<file path="src/logic/sap_pkg.sv">
/*
 * Constants, types and helper functions shared by the serial audio port.
 * It assumes a 32-bit classic Wishbone slave, a 25 MHz core clock and a
 * link clock that is slow enough to be sampled as an ordinary input.
 */
package sap_pkg;
    localparam int ADDR_W = 8;
    localparam int LANES = 2;
    localparam int CH_PER_PORT = 4;
    localparam int MAX_I2S_CH = 32;
    localparam int DIV_W = 16;
    localparam int FLEN_W = 10;
    localparam int ST_W = 5;

    // register byte offsets
    localparam logic [ADDR_W-1:0] OFF_CTRL = 8'h00;
    localparam logic [ADDR_W-1:0] OFF_CLK = 8'h04;
    localparam logic [ADDR_W-1:0] OFF_COMP = 8'h08;
    localparam logic [ADDR_W-1:0] OFF_TX0 = 8'h0c;
    localparam logic [ADDR_W-1:0] OFF_TX1 = 8'h10;
    localparam logic [ADDR_W-1:0] OFF_RX0 = 8'h14;
    localparam logic [ADDR_W-1:0] OFF_RX1 = 8'h18;
    localparam logic [ADDR_W-1:0] OFF_STAT = 8'h1c;
    localparam logic [ADDR_W-1:0] OFF_IEN = 8'h20;
    localparam logic [ADDR_W-1:0] OFF_ICLR = 8'h24;

    // field positions
    localparam int CTRL_EN = 0;
    localparam int CTRL_MODE = 1;
    localparam int CTRL_LSB = 4;
    localparam int CTRL_WLEN = 5;
    localparam int CTRL_CLKINT = 10;
    localparam int CTRL_FSINT = 11;
    localparam int CTRL_LTX = 12;
    localparam int CTRL_SLOTS = 14;
    localparam int CLK_DIV = 0;
    localparam int CLK_FLEN = 16;
    localparam int ST_FSERR = 0;
    localparam int ST_RX = 1;
    localparam int ST_TX = 3;
    localparam int STAT_BUSY = 8;
    localparam int STAT_FS = 9;

    // reset values
    localparam logic [DIV_W-1:0] DIV_RST = 16'h0003;
    localparam logic [FLEN_W-1:0] FLEN_RST = 10'h03f;

    // word length limits
    localparam logic [5:0] MIN_LEN_GEN = 6'h03;
    localparam logic [5:0] MIN_LEN_PAIR = 6'h08;

    // companding constants
    localparam logic [15:0] MU_BIAS = 16'h0084;
    localparam logic [15:0] MU_CLIP = 16'h7f7b;
    localparam logic [15:0] A_CLIP = 16'h0fff;
    localparam logic [7:0] A_XOR = 8'h55;

    typedef enum logic [2:0] {MODE_STD, MODE_TDM, MODE_I2S, MODE_PI2S, MODE_LJ} mode_t;
    typedef enum logic [1:0] {IDLE, ARMED, SHIFT} state_t;

    // unused codes fall back to the standard mode
    function automatic mode_t to_mode(input logic [2:0] v);
        to_mode = (v > 3'h4) ? MODE_STD : mode_t'(v);
    endfunction

    // frame sync marks both halves of a frame
    function automatic logic is_half(input mode_t m);
        is_half = (m == MODE_I2S) || (m == MODE_PI2S) || (m == MODE_LJ);
    endfunction

    // every mode but the left-justified pair has a one-bit data delay
    function automatic logic has_delay(input mode_t m);
        has_delay = (m != MODE_LJ);
    endfunction

    function automatic logic [5:0] eff_len(input mode_t m, input logic [4:0] f);
        logic [5:0] l;
        logic [5:0] lo;
        l = {1'b0, f} + 6'h01;
        lo = (m == MODE_I2S || m == MODE_LJ) ? MIN_LEN_PAIR : MIN_LEN_GEN;
        eff_len = (l < lo) ? lo : l;
    endfunction

    function automatic logic [31:0] rev32(input logic [31:0] v);
        for (int i = 0; i < 32; i++) begin
            rev32[i] = v[31-i];
        end
    endfunction

    function automatic logic [31:0] wmerge(input logic [31:0] o, input logic [31:0] n,
                                           input logic [3:0] sel);
        for (int i = 0; i < 4; i++) begin
            wmerge[8*i +: 8] = sel[i] ? n[8*i +: 8] : o[8*i +: 8];
        end
    endfunction
endpackage

</file>
<file path="src/logic/sap_compander.sv">
/*
 * Combinational G.711 compander for one data lane: 16-bit linear to
 * 8-bit code for sending, 8-bit code to 16-bit linear for receiving.
 * It assumes the caller picks the law per channel.
 */
`timescale 1ns/1ps
module sap_compander (
    input wire logic alaw_i,
    input wire logic [15:0] lin_i,
    input wire logic [7:0] code_i,
    output logic [7:0] code_o,
    output logic [15:0] lin_o
);
    import sap_pkg::*;

    function automatic logic [3:0] top_bit(input logic [15:0] v);
        top_bit = 4'h0;
        for (int i = 0; i < 16; i++) begin
            if (v[i]) begin
                top_bit = 4'(i);
            end
        end
    endfunction

    logic neg;
    logic [15:0] mag, mu_m, a_m, mu_t, a_t;
    logic [3:0] mu_s, a_s, a_man;
    logic [7:0] cm, ca;

    // encode: mu-law searches the biased magnitude, A-law the 13-bit one
    always_comb begin
        neg = lin_i[15];
        mag = neg ? 16'(~lin_i + 16'h0001) : lin_i;
        mu_m = ((mag > MU_CLIP) ? MU_CLIP : mag) + MU_BIAS;
        mu_s = top_bit(mu_m) - 4'h7;
        a_m = mag >> 3;
        a_m = (a_m > A_CLIP) ? A_CLIP : a_m; // only -32768 overflows
        if (a_m < 16'h0020) begin
            a_s = 4'h0;
            a_man = a_m[4:1];
        end else begin
            a_s = top_bit(a_m) - 4'h4;
            a_man = 4'(a_m >> a_s);
        end
        code_o = alaw_i ? ({~neg, a_s[2:0], a_man} ^ A_XOR)
                        : ~{neg, mu_s[2:0], 4'(mu_m >> (mu_s + 4'h3))};
    end

    // decode back to a 16-bit two's-complement sample
    always_comb begin
        cm = ~code_i;
        ca = code_i ^ A_XOR;
        mu_t = 16'(({9'h000, cm[3:0], 3'h0} + MU_BIAS) << cm[6:4]) - MU_BIAS;
        a_t = {8'h00, ca[3:0], 4'h8};
        if (ca[6:4] != 3'h0) begin
            a_t = 16'((a_t + 16'h0100) << (ca[6:4] - 3'h1));
        end
        if (alaw_i) begin
            lin_o = ca[7] ? a_t : 16'(-a_t);
        end else begin
            lin_o = cm[7] ? 16'(-mu_t) : mu_t;
        end
    end
endmodule // sap_compander

</file>
<file path="src/logic/sap_link_timing.sv">
/*
 * Bit clock and frame sync for one port: makes them from the core clock
 * when set to internal (the frame sync only while the bit clock is internal too), or samples the partner's pins when external.
 * It assumes the bit clock runs well below a quarter of the core clock.
 */
`timescale 1ns/1ps
module sap_link_timing #(
    parameter int DIV_W = sap_pkg::DIV_W,
    parameter int FLEN_W = sap_pkg::FLEN_W
) (
    input wire logic clk_i,
    input wire logic rst_i,
    input wire logic en_i,
    input wire logic clk_int_i,
    input wire logic fs_int_i,
    input wire sap_pkg::mode_t mode_i,
    input wire logic [DIV_W-1:0] div_i,
    input wire logic [FLEN_W-1:0] flen_i,
    input wire logic sclk_i,
    input wire logic fs_i,
    output logic sclk_o,
    output logic sclk_oe_o,
    output logic fs_o,
    output logic fs_oe_o,
    output logic rise_o,
    output logic fall_o,
    output logic fs_lvl_o
);
    import sap_pkg::*;

    logic [DIV_W-1:0] dcnt_q;
    logic [FLEN_W-1:0] fcnt_q, fnx, half;
    logic sclk_q, fsg_q, prev_q, tick, sel_clk;
    logic [1:0] ext1_q, ext2_q, int1_q, int2_q;

    function automatic logic fs_gen(input mode_t m, input logic [FLEN_W-1:0] c,
                                    input logic [FLEN_W-1:0] last, input logic [FLEN_W-1:0] h);
        logic [FLEN_W-1:0] n;
        n = (c == last) ? '0 : c + 1'b1;
        if (!is_half(m)) begin
            fs_gen = (c == last); // pulse one bit ahead of the first word
        end else if (has_delay(m)) begin
            fs_gen = (n >= h); // low half leads, one bit early
        end else begin
            fs_gen = (c < h); // high half leads, no delay
        end
    endfunction

    assign tick = en_i && clk_int_i && (dcnt_q == div_i);
    assign fnx = (fcnt_q == flen_i) ? '0 : fcnt_q + 1'b1;
    assign half = FLEN_W'(({1'b0, flen_i} + 1'b1) >> 1);

    // internal bit clock divider
    always_ff @(posedge clk_i) begin
        if (rst_i || !en_i || !clk_int_i) begin
            dcnt_q <= '0;
            sclk_q <= 1'b0;
        end else if (tick) begin
            dcnt_q <= '0;
            sclk_q <= ~sclk_q;
        end else begin
            dcnt_q <= dcnt_q + 1'b1;
        end
    end

    // internal frame sync moves on the falling bit clock edge
    always_ff @(posedge clk_i) begin
        if (rst_i || !en_i) begin
            fcnt_q <= '0;
            fsg_q <= 1'b0;
        end else if (tick && sclk_q) begin
            fcnt_q <= fnx;
            fsg_q <= fs_gen(mode_i, fnx, flen_i, half);
        end
    end

    // pins and own outputs take the same two-flop path so data lines up
    always_ff @(posedge clk_i) begin
        if (rst_i) begin
            ext1_q <= 2'h0;
            ext2_q <= 2'h0;
            int1_q <= 2'h0;
            int2_q <= 2'h0;
            prev_q <= 1'b0;
        end else begin
            ext1_q <= {sclk_i, fs_i};
            ext2_q <= ext1_q;
            int1_q <= {sclk_q, fsg_q};
            int2_q <= int1_q;
            prev_q <= sel_clk;
        end
    end

    assign sel_clk = clk_int_i ? int2_q[1] : ext2_q[1];
    assign fs_lvl_o = fs_int_i ? int2_q[0] : ext2_q[0];
    assign rise_o = en_i && sel_clk && !prev_q;
    assign fall_o = en_i && !sel_clk && prev_q;
    assign sclk_o = sclk_q;
    assign sclk_oe_o = en_i && clk_int_i;
    assign fs_o = fsg_q;
    assign fs_oe_o = en_i && fs_int_i;
endmodule // sap_link_timing

</file>
<file path="src/logic/serial_audio_port.sv">
/*
 * One serial audio port: two data lanes, five framing modes, companding,
 * early frame-sync detection and a classic Wishbone register slave.
 * It assumes a 32-bit Wishbone master on clk_i and partners on the pins.
 */
// Local design decisions: the register addresses and the Wishbone register port.
`timescale 1ns/1ps
module serial_audio_port (
    input wire logic clk_i,
    input wire logic rst_i,
    input wire logic wb_cyc_i,
    input wire logic wb_stb_i,
    input wire logic wb_we_i,
    input wire logic [sap_pkg::ADDR_W-1:0] wb_adr_i,
    input wire logic [3:0] wb_sel_i,
    input wire logic [31:0] wb_dat_i,
    output logic [31:0] wb_dat_o,
    output logic wb_ack_o,
    input wire logic sclk_i,
    output logic sclk_o,
    output logic sclk_oe_o,
    input wire logic fs_i,
    output logic fs_o,
    output logic fs_oe_o,
    input wire logic [sap_pkg::LANES-1:0] data_i,
    output logic [sap_pkg::LANES-1:0] data_o,
    output logic [sap_pkg::LANES-1:0] data_oe_o,
    input wire logic err_chain_i,
    output logic irq_o,
    output logic err_irq_o
);
    import sap_pkg::*;

    logic en_q, lsb_q, clkint_q, fsint_q, ack_q, fsp_q, ws_q;
    mode_t mode_q;
    state_t st_q, st_d;
    logic [4:0] wlen_q;
    logic [LANES-1:0] ltx_q, shift_q, d1_q, d2_q;
    logic [3:0] slots_q, slot_q, slot_d;
    logic [DIV_W-1:0] div_q;
    logic [FLEN_W-1:0] flen_q;
    logic [7:0] comp_q;
    logic [ST_W-1:0] stat_q, ien_q, st_set, st_clr;
    logic [5:0] bit_q, bit_d, len;
    logic [31:0] tx_q [LANES];
    logic [31:0] rx_q [LANES];
    logic [31:0] txsh_q [LANES];
    logic [31:0] rxsh_q [LANES];
    logic [31:0] rx_word [LANES];
    logic [31:0] tx_word [LANES];
    logic [7:0] code [LANES];
    logic [15:0] lin [LANES];
    logic [LANES-1:0] law_on, law_a;
    logic [31:0] ctrl_rd, clk_rd, rdata, nw, cw;
    logic rise, fall, fs_lvl, start, take, done, early, last_slot, half, dly, acc, wr, tx_seg;

    // the mode picks framing, delay and the lower word-length bound
    assign half = is_half(mode_q);
    assign dly = has_delay(mode_q);
    assign len = eff_len(mode_q, wlen_q);
    // multichannel and packed I2S run several slots per frame-sync edge
    assign last_slot = (mode_q == MODE_TDM || mode_q == MODE_PI2S) ? (slot_q == slots_q) : 1'b1;
    // pair modes start a word on either frame-sync edge
    assign start = rise && (half ? (fs_lvl != fsp_q) : (fs_lvl && !fsp_q));

    sap_link_timing #(
        .DIV_W(DIV_W),
        .FLEN_W(FLEN_W)
    ) u_link (
        .clk_i(clk_i),
        .rst_i(rst_i),
        .en_i(en_q),
        .clk_int_i(clkint_q),
        .fs_int_i(fsint_q),
        .mode_i(mode_q),
        .div_i(div_q),
        .flen_i(flen_q),
        .sclk_i(sclk_i),
        .fs_i(fs_i),
        .sclk_o(sclk_o),
        .sclk_oe_o(sclk_oe_o),
        .fs_o(fs_o),
        .fs_oe_o(fs_oe_o),
        .rise_o(rise),
        .fall_o(fall),
        .fs_lvl_o(fs_lvl)
    );

    // data pins pass two flops, matching the bit clock path
    always_ff @(posedge clk_i) begin
        if (rst_i) begin
            d1_q <= '0;
            d2_q <= '0;
        end else begin
            d1_q <= data_i;
            d2_q <= d1_q;
        end
    end

    // word sequencer, one step per sampling edge of the bit clock
    always_comb begin
        st_d = st_q;
        bit_d = bit_q;
        slot_d = slot_q;
        take = 1'b0;
        done = 1'b0;
        early = 1'b0;
        if (rise) begin
            unique case (st_q)
                IDLE: begin
                    if (start) begin
                        slot_d = 4'h0;
                        if (dly) begin
                            st_d = ARMED;
                        end else begin
                            take = 1'b1;
                            bit_d = 6'h01;
                            st_d = SHIFT;
                        end
                    end
                end
                ARMED: begin
                    take = 1'b1;
                    bit_d = 6'h01;
                    st_d = SHIFT;
                    early = start;
                end
                SHIFT: begin
                    // only a delayed-mode sync on the last bit of the last slot is on time
                    if (start && !(bit_q >= len - 6'h01 && last_slot && dly)) begin
                        early = 1'b1;
                        slot_d = 4'h0;
                        if (dly) begin
                            st_d = ARMED;
                            bit_d = 6'h00;
                        end else begin
                            take = 1'b1;
                            bit_d = 6'h01;
                        end
                    end else begin
                        take = 1'b1;
                        if (bit_q >= len - 6'h01) begin
                            done = 1'b1;
                            bit_d = 6'h00;
                            if (start) begin
                                st_d = ARMED;
                                slot_d = 4'h0;
                            end else if (!last_slot) begin
                                slot_d = slot_q + 4'h1;
                            end else begin
                                st_d = IDLE;
                            end
                        end else begin
                            bit_d = bit_q + 6'h01;
                        end
                    end
                end
            endcase
        end
    end

    // sequencer state and word side (left or right, odd or even slot)
    always_ff @(posedge clk_i) begin
        if (rst_i || !en_q) begin
            st_q <= IDLE;
            bit_q <= 6'h00;
            slot_q <= 4'h0;
            fsp_q <= 1'b0;
            ws_q <= 1'b0;
        end else begin
            st_q <= st_d;
            bit_q <= bit_d;
            slot_q <= slot_d;
            if (rise) begin
                fsp_q <= fs_lvl;
            end
            if (take && bit_d == 6'h01) begin
                ws_q <= half ? fs_lvl : slot_d[0];
            end
        end
    end

    assign tx_seg = half ? ~ws_q : slot_d[0];

    // per lane: channel law, compander, word formatting and shifters
    for (genvar l = 0; l < LANES; l++) begin : g_lane
        logic [1:0] ch;
        logic [31:0] sh;
        assign ch = {1'(l), ltx_q[l] ? tx_seg : ws_q};
        assign law_on[l] = comp_q[2*ch + 1];
        assign law_a[l] = comp_q[2*ch];
        assign sh = {rxsh_q[l][30:0], d2_q[l]};

        sap_compander u_comp (
            .alaw_i(law_a[l]),
            .lin_i(tx_q[l][15:0]),
            .code_i(rx_word[l][7:0]),
            .code_o(code[l]),
            .lin_o(lin[l])
        );

        // first received bit ends up in bit 0 when least-significant first
        assign rx_word[l] = lsb_q ? (rev32(sh) >> (6'h20 - len))
                                  : (sh & ~(32'hffffffff << len));
        assign tx_word[l] = law_on[l] ? {24'h000000, code[l]} : tx_q[l];

        always_ff @(posedge clk_i) begin
            if (rst_i) begin
                rxsh_q[l] <= 32'h00000000;
                rx_q[l] <= 32'h00000000;
                txsh_q[l] <= 32'h00000000;
                shift_q[l] <= 1'b0;
            end else begin
                if (take) begin
                    rxsh_q[l] <= sh;
                end
                if (done && !ltx_q[l]) begin
                    rx_q[l] <= law_on[l] ? {{16{lin[l][15]}}, lin[l]} : rx_word[l];
                end
                // next word waits on the pin so a no-delay frame finds bit 0 ready
                if (done || early || st_q == IDLE) begin
                    txsh_q[l] <= lsb_q ? rev32(tx_word[l])
                                       : (tx_word[l] << (6'h20 - len));
                    shift_q[l] <= 1'b0;
                end else if (fall && shift_q[l]) begin
                    txsh_q[l] <= txsh_q[l] << 1;
                    shift_q[l] <= 1'b0;
                end else if (take) begin
                    shift_q[l] <= 1'b1;
                end
            end
        end
        assign data_o[l] = txsh_q[l][31];
    end

    // each lane drives its pin only when set to send; four channels per port
    assign data_oe_o = {LANES{en_q}} & ltx_q;

    // Wishbone classic: one wait state, ack for one cycle
    assign acc = wb_cyc_i && wb_stb_i && !ack_q;
    assign wr = acc && wb_we_i;
    assign nw = wmerge(ctrl_rd, wb_dat_i, wb_sel_i);
    assign cw = wmerge(clk_rd, wb_dat_i, wb_sel_i);

    assign ctrl_rd = {14'h0000, slots_q, ltx_q, fsint_q, clkint_q, wlen_q, lsb_q, mode_q, en_q};
    assign clk_rd = {6'h00, flen_q, div_q};

    // control registers steer framing, clocks and lane directions
    always_ff @(posedge clk_i) begin
        if (rst_i) begin
            en_q <= 1'b0;
            mode_q <= MODE_STD;
            lsb_q <= 1'b0;
            wlen_q <= 5'h00;
            clkint_q <= 1'b0;
            fsint_q <= 1'b0;
            ltx_q <= '0;
            slots_q <= 4'h0;
            div_q <= DIV_RST;
            flen_q <= FLEN_RST;
            comp_q <= 8'h00;
        end else if (wr) begin
            if (wb_adr_i == OFF_CTRL) begin
                en_q <= nw[CTRL_EN];
                mode_q <= to_mode(nw[CTRL_MODE +: 3]);
                lsb_q <= nw[CTRL_LSB];
                wlen_q <= nw[CTRL_WLEN +: 5];
                clkint_q <= nw[CTRL_CLKINT];
                fsint_q <= nw[CTRL_FSINT];
                ltx_q <= nw[CTRL_LTX +: LANES];
                slots_q <= nw[CTRL_SLOTS +: 4];
            end
            if (wb_adr_i == OFF_CLK) begin
                div_q <= cw[CLK_DIV +: DIV_W];
                flen_q <= cw[CLK_FLEN +: FLEN_W];
            end
            if (wb_adr_i == OFF_COMP) begin
                comp_q <= wb_sel_i[0] ? wb_dat_i[7:0] : comp_q;
            end
        end
    end

    // transmit holding registers and interrupt enables
    always_ff @(posedge clk_i) begin
        if (rst_i) begin
            tx_q[0] <= 32'h00000000;
            tx_q[1] <= 32'h00000000;
            ien_q <= '0;
        end else if (wr) begin
            if (wb_adr_i == OFF_TX0) begin
                tx_q[0] <= wmerge(tx_q[0], wb_dat_i, wb_sel_i);
            end
            if (wb_adr_i == OFF_TX1) begin
                tx_q[1] <= wmerge(tx_q[1], wb_dat_i, wb_sel_i);
            end
            if (wb_adr_i == OFF_IEN && wb_sel_i[0]) begin
                ien_q <= wb_dat_i[ST_W-1:0];
            end
        end
    end

    // sticky events; a set in the same cycle as its clear wins
    assign st_set = {{LANES{done}} & ltx_q, {LANES{done}} & ~ltx_q, early};
    assign st_clr = (wr && wb_adr_i == OFF_ICLR && wb_sel_i[0]) ? wb_dat_i[ST_W-1:0] : '0;

    always_ff @(posedge clk_i) begin
        if (rst_i) begin
            stat_q <= '0;
        end else begin
            stat_q <= (stat_q & ~st_clr) | st_set;
        end
    end

    // read mux; unmapped and write-only words read as zero
    always_comb begin
        unique case (wb_adr_i)
            OFF_CTRL: rdata = ctrl_rd;
            OFF_CLK: rdata = clk_rd;
            OFF_COMP: rdata = {24'h000000, comp_q};
            OFF_TX0: rdata = tx_q[0];
            OFF_TX1: rdata = tx_q[1];
            OFF_RX0: rdata = rx_q[0];
            OFF_RX1: rdata = rx_q[1];
            OFF_STAT: rdata = {22'h000000, fs_lvl, st_q != IDLE, 3'h0, stat_q};
            OFF_IEN: rdata = {27'h0000000, ien_q};
            default: rdata = 32'h00000000;
        endcase
    end

    always_ff @(posedge clk_i) begin
        if (rst_i) begin
            ack_q <= 1'b0;
            wb_dat_o <= 32'h00000000;
        end else begin
            ack_q <= acc;
            if (acc && !wb_we_i) begin
                wb_dat_o <= rdata;
            end
        end
    end
    assign wb_ack_o = ack_q;

    // data events on one line; frame errors shared with the other ports
    assign irq_o = |(stat_q[ST_W-1:1] & ien_q[ST_W-1:1]);
    assign err_irq_o = (stat_q[ST_FSERR] & ien_q[ST_FSERR]) | err_chain_i;
endmodule // serial_audio_port

</file>
<file path="config.mk">
export PLATFORM = sky130hd
export DESIGN_NAME = serial_audio_port
export DESIGN_NICKNAME = d
export VERILOG_FILES = /design/src/logic/sap_pkg.sv /design/src/logic/sap_compander.sv /design/src/logic/sap_link_timing.sv /design/src/logic/serial_audio_port.sv
export SDC_FILE = /design/constraint.sdc
export NUM_CORES = 2
export LEC_CHECK = 0
export BUFFER_PORTS_ARGS = -buffer_cell sky130_fd_sc_hd__buf_2
export CAP_MARGIN = 20
export CORE_MARGIN = 10
export CORE_UTILIZATION = 57
export CTS_CLUSTER_DIAMETER = 40
export DETAILED_ROUTE_END_ITERATION = 6
export PLACE_DENSITY_LB_ADDON = 0.05
export SLEW_MARGIN = 10
export SYNTH_ARGS = -nofsm -noshare
export SYNTH_HDL_FRONTEND = slang
export SYNTH_SLANG_ARGS = --single-unit
</file>
<file path="constraint.sdc">
create_clock -name clk_i -period 12.4 [get_ports clk_i]
set_input_delay 3.1 -clock clk_i [delete_from_list [all_inputs] [get_ports clk_i]]
set_output_delay 3.1 -clock clk_i [all_outputs]
set_load 0.03 [all_outputs]
</file>
==> impl_summary.txt <==
----------------------------------------------------
[Detailed routing]
  Starting DRC count in detailed routing ... 6603
  Count of vias placed by the detailed router ... 37700
  Number of antenna-violating nets in the routed design ... 0
  Total wirelength of the detailed-routed design ... 151000 um
  Vias/cell ... 7.38
  Number of remaining DRC errors ... 37
  WL per Instance ... 29.6 um
  Count of TritonRoute iterations in the first routing pass ... 7

[Critical path]
  Crit end category ... flip-flop
  Kind of launch point of the worst setup path ... flip-flop
  Crit path arrival time ... 10.72 ns
  FF-to-FF Start ... wlen_q[0]
  Startpoint of the worst setup timing path ... wlen_q[0]
  Number of buffers and inverters on the critical path ... 4
  Slowest stage cell on the critical path ... sky130_fd_sc_hd__nor2_1
  Type of the setup path with the least slack ... flip-flop to flip-flop
  Kind of cell with the highest combined delay on the critical path ... compound AO/OA/AOI/OAI gates
  Maximum single-stage delay on the critical path ... 0.86 ns
  Largest fanout on the critical path ... 49
  CP required ... 12.71 ns

[Logic synthesis]
  Post-synthesis simple-gate area fraction ... 20.9%
  Largest area contributor in the netlist ... sky130_fd_sc_hd__edfxtp_1
  Compound-gate portion of the synthesized area ... 28.1%
  Share of cell area taken by muxes after synthesis ... 9.68%
  Unique cell type count in the Yosys netlist ... 126
  Synthesized instance count ... 4295
  Combinational family with the most area after synthesis ... compound AO/OA/AOI/OAI gates
  Avg Synthesized Cell Area ... 8.34 um2
  Cells taking the most area after synthesis ... sky130_fd_sc_hd__edfxtp_1, sky130_fd_sc_hd__dfxtp_1, sky130_fd_sc_hd__mux2i_1
  Most instantiated flip-flop cell in the synthesis netlist ... sky130_fd_sc_hd__edfxtp_1
  Post-Synth Adder-Cell Area ... 2.41%
  Share of synthesized flip-flops with an asynchronous set or reset ... 0%
  Synthesis Warnings ... 0
  Synthesized net count ... 4418
  Netlist area before placement ... 0.0358 mm2
  EDFF count, synth ... 254
  Flip-flop and latch count after synthesis ... 406
  XOR/XNOR share of the synthesized area ... 4.22%
  Sequential-to-total area share from yosys stat ... 29.8%
  Proportion of netlist area held by the largest area contributor ... 21.3%

[Power and ir drop]
  Lkg Pwr ... 13.9 nW
  Internal power summed over all cells ... 0.00263 W
  Power per cell area ... 95.1 mW/mm2
  Fraction of power consumed by sequential logic ... 40.7%
  Proportion of power drawn by the clock network ... 46.7%
  Logic pwr share ... 12.6%
  Net switching share of the total power ... 28.9%
  Peak supply drop ... 0.000170 V
  P_sw ... 0.00107 W

[Clock network]
  Clock Sinks ... 406
  Total CTS buffers ... 61
  Post-CTS repair timing setup buffer count ... 0
  H-tree levels ... 2
  Maximum clock path buffer count ... 3
  Clock tree root driver cell ... sky130_fd_sc_hd__clkbuf_16
  CTS-repair resized insts ... 0
  Latest clock arrival within the worst-skew pair ... 0.66 ns
  Hold_buf cts ... 0
  Clock transition at the registers of the reported paths ... 0.06 ns
  Clock tree from TritonCTS ... built

[Floorplanning]
  Die outline height ... 271 um
  Initial cell density of the core ... 57.8%
  Std cell rows ... 91
  Floorplan die width ... 271 um
  CORE AREA ... 0.0619 mm2
  Die ar. ... 0.0732 mm2
  Boundary Pins ... 97

[Layout]
  Final-stage net count ... 4336
  Proportion of layout cells with a drive suffix above 1 ... 13.0%
  Synth-to-Final Area Change ... 8.50%
  Final std cells w/o fill ... 5107
  Core Util, Final ... 62.7%
  Layout Cell Area excl Fill ... 0.0389 mm2

[Timing]
  Relative slew margins ... 21.4%
  Final setup viols ... 0
  Transition time at the pin with the least slew margin ... 1.18 ns
  Post-route minimum period ... 10.41 ns
  Max-slew violation count ... 0
  Clk_skew ... 0.0405 ns
  Final hold slack ... 0.434 ns
  Setup TNS Final ... 0 ns
  Total count of hold-check failures in the final report ... 0
  Peak clock frequency supported by timing ... 96.0 MHz
  Share of the cycle needed by the critical path after routing ... 84.0%
  Unrepaired setup endpoints after global routing ... no

[Global route]
  Overall global routing resource usage ... 39.2%
  Global-route congestion overflow total ... 0
  Pin count of the biggest net entering global routing ... 74
  Number of global-route vias before repair ... 34300
  First-pass GRT wire length ... 223000 um
  Number of antenna violations at the first check in global routing ... 7

[Outcome]
  Result of the run ... finished with violations
  Violated checks ... design-rule violations

[Hold path]
  Type of the tightest min-delay check ... flip-flop to flip-flop
  Critical hold path startpoint ... u_link.ext1_q[1]

[Place]
  Port buffer count ... 96
  DPL Wire Length ... 113000 um
  Placed instance count ... 4982
  Area of placed instances ... 0.0367 mm2
  Gpl congestion ... 1.08

[Job]
  Max Cap Viol ... 0

----------------------------------------------------
## worst register-to-register path, delay by kind of cell (launching register included)
kind / cells / cell delay [ns]
xor+xnor: 2 / 0.54
fa+ha+maj: 4 / 1.23
simple gates: 7 / 2.23
flops: 1 / 0.76
compound gates: 11 / 4.01
buf+inv: 4 / 1.31
## layer usage
layer	wire length [um]	track usage [%]	share of wire, %
met1	56500	50.2	37
met2	64700	59.4	43
met3	19300	9.77	13
met4	10600	22.7	7.0
met5	31	0	0.020
## path summary, 6_finish.rpt
check	slack, ns	end	cells after the start
hold / removal	0.43	u_link.ext2_q[1]	1
setup / recovery	1.99	rx_q[1][18]	28
setup reg to reg	1.99	rx_q[1][18]	28
hold reg to reg	0.43	u_link.ext2_q[1]	1
## cell type report
cell class / instances / area [um2]
Sequential cell: 406 / 10700
Clock buffer: 73 / 1610
Multi-Input combinational cell: 3463 / 23500
Tap cell: 837 / 1050
Timing Repair Buffer: 189 / 1180
Inverter: 92 / 347
Fill cell: 5594 / 23100
Antenna cell: 4 / 10.0
Clock inverter: 43 / 448
## power by group through the flow
stage	Sequential (W)	Clock [W]	Combinational (W)
floorplan	0.00150	0	0.000331
global placement	0.00153	0	0.000448
detailed placement	0.00153	0	0.000444
CTS	0.00150	0.00173	0.000448
global route	0.00150	0.00179	0.000493
finish	0.00150	0.00173	0.000466
## cell usage in the layout, fill, tap and decap left out, drive strengths merged, types with 43 or more instances in the layout
| master | count |
|---|---|
| o211ai | 68 |
| nand2b | 45 |
| a31oi | 71 |
| nor3 | 117 |
| nor2b | 48 |
| mux2i | 192 |
| clkbuf | 74 |
| and3 | 49 |
| nand2 | 342 |
| mux2 | 53 |
| o31ai | 52 |
| inv | 109 |
| and2 | 124 |
| xnor2 | 93 |
| o21ai | 246 |
| nand3 | 132 |
| a211oi | 70 |
| edfxtp | 254 |
| buf | 188 |
| a21oi | 316 |
| dfxtp | 152 |
| ha | 69 |
| a22oi | 96 |
| xor2 | 76 |
| nor4 | 43 |
| nor2 | 468 |
## synth_stat cells, types with 63 or more instances
| library cell | n |
|---|---|
| sky130_fd_sc_hd__xor2_1 | 74 |
| sky130_fd_sc_hd__edfxtp_1 | 254 |
| sky130_fd_sc_hd__mux2i_1 | 192 |
| sky130_fd_sc_hd__a211oi_1 | 63 |
| sky130_fd_sc_hd__o21ai_0 | 205 |
| sky130_fd_sc_hd__nor3_1 | 113 |
| sky130_fd_sc_hd__nand3_1 | 129 |
| sky130_fd_sc_hd__clkbuf_1 | 232 |
| sky130_fd_sc_hd__xnor2_1 | 91 |
| sky130_fd_sc_hd__a21oi_1 | 310 |
| sky130_fd_sc_hd__a22oi_1 | 96 |
| sky130_fd_sc_hd__dfxtp_1 | 152 |
| sky130_fd_sc_hd__and2_1 | 124 |
| sky130_fd_sc_hd__ha_1 | 69 |
| sky130_fd_sc_hd__nand2_1 | 339 |
| sky130_fd_sc_hd__o211ai_1 | 66 |
| sky130_fd_sc_hd__a31oi_1 | 69 |
| sky130_fd_sc_hd__inv_1 | 81 |
| sky130_fd_sc_hd__nor2_1 | 462 |
## per-stage QoR
step                setup slack [ns]  power, W
floorplan                       2.35   0.00183
global placement                2.42   0.00198
detailed placement              2.45   0.00197
CTS                             2.41   0.00367
global route                    1.64   0.00379
finish                          1.99   0.00370
## cell families (layout without fill, tap and decap cells)
family                     count (synthesis)  after routing
buffers and inverters                    426            397
other                                      0              4
and+or+nand+nor                         1523           1523
adders and majority gates                 69             69
xor gates and xnor gates                 169            169
DFF                                      406            406
AOI/OAI and AO/OA                       1415           1415
muxes                                    287            287
## sequential cells by signal, summed over array words and instances (netlist names), 6 cells and up
name,cells
rx_q,64
tx_q,64
txsh_q,64
rxsh_q,62
wb_dat_o,32
div_q,16
u_link.dcnt_q,16
flen_q,10
u_link.fcnt_q,10
comp_q,8
bit_q,6
Power figures use the tool's default switching activity.
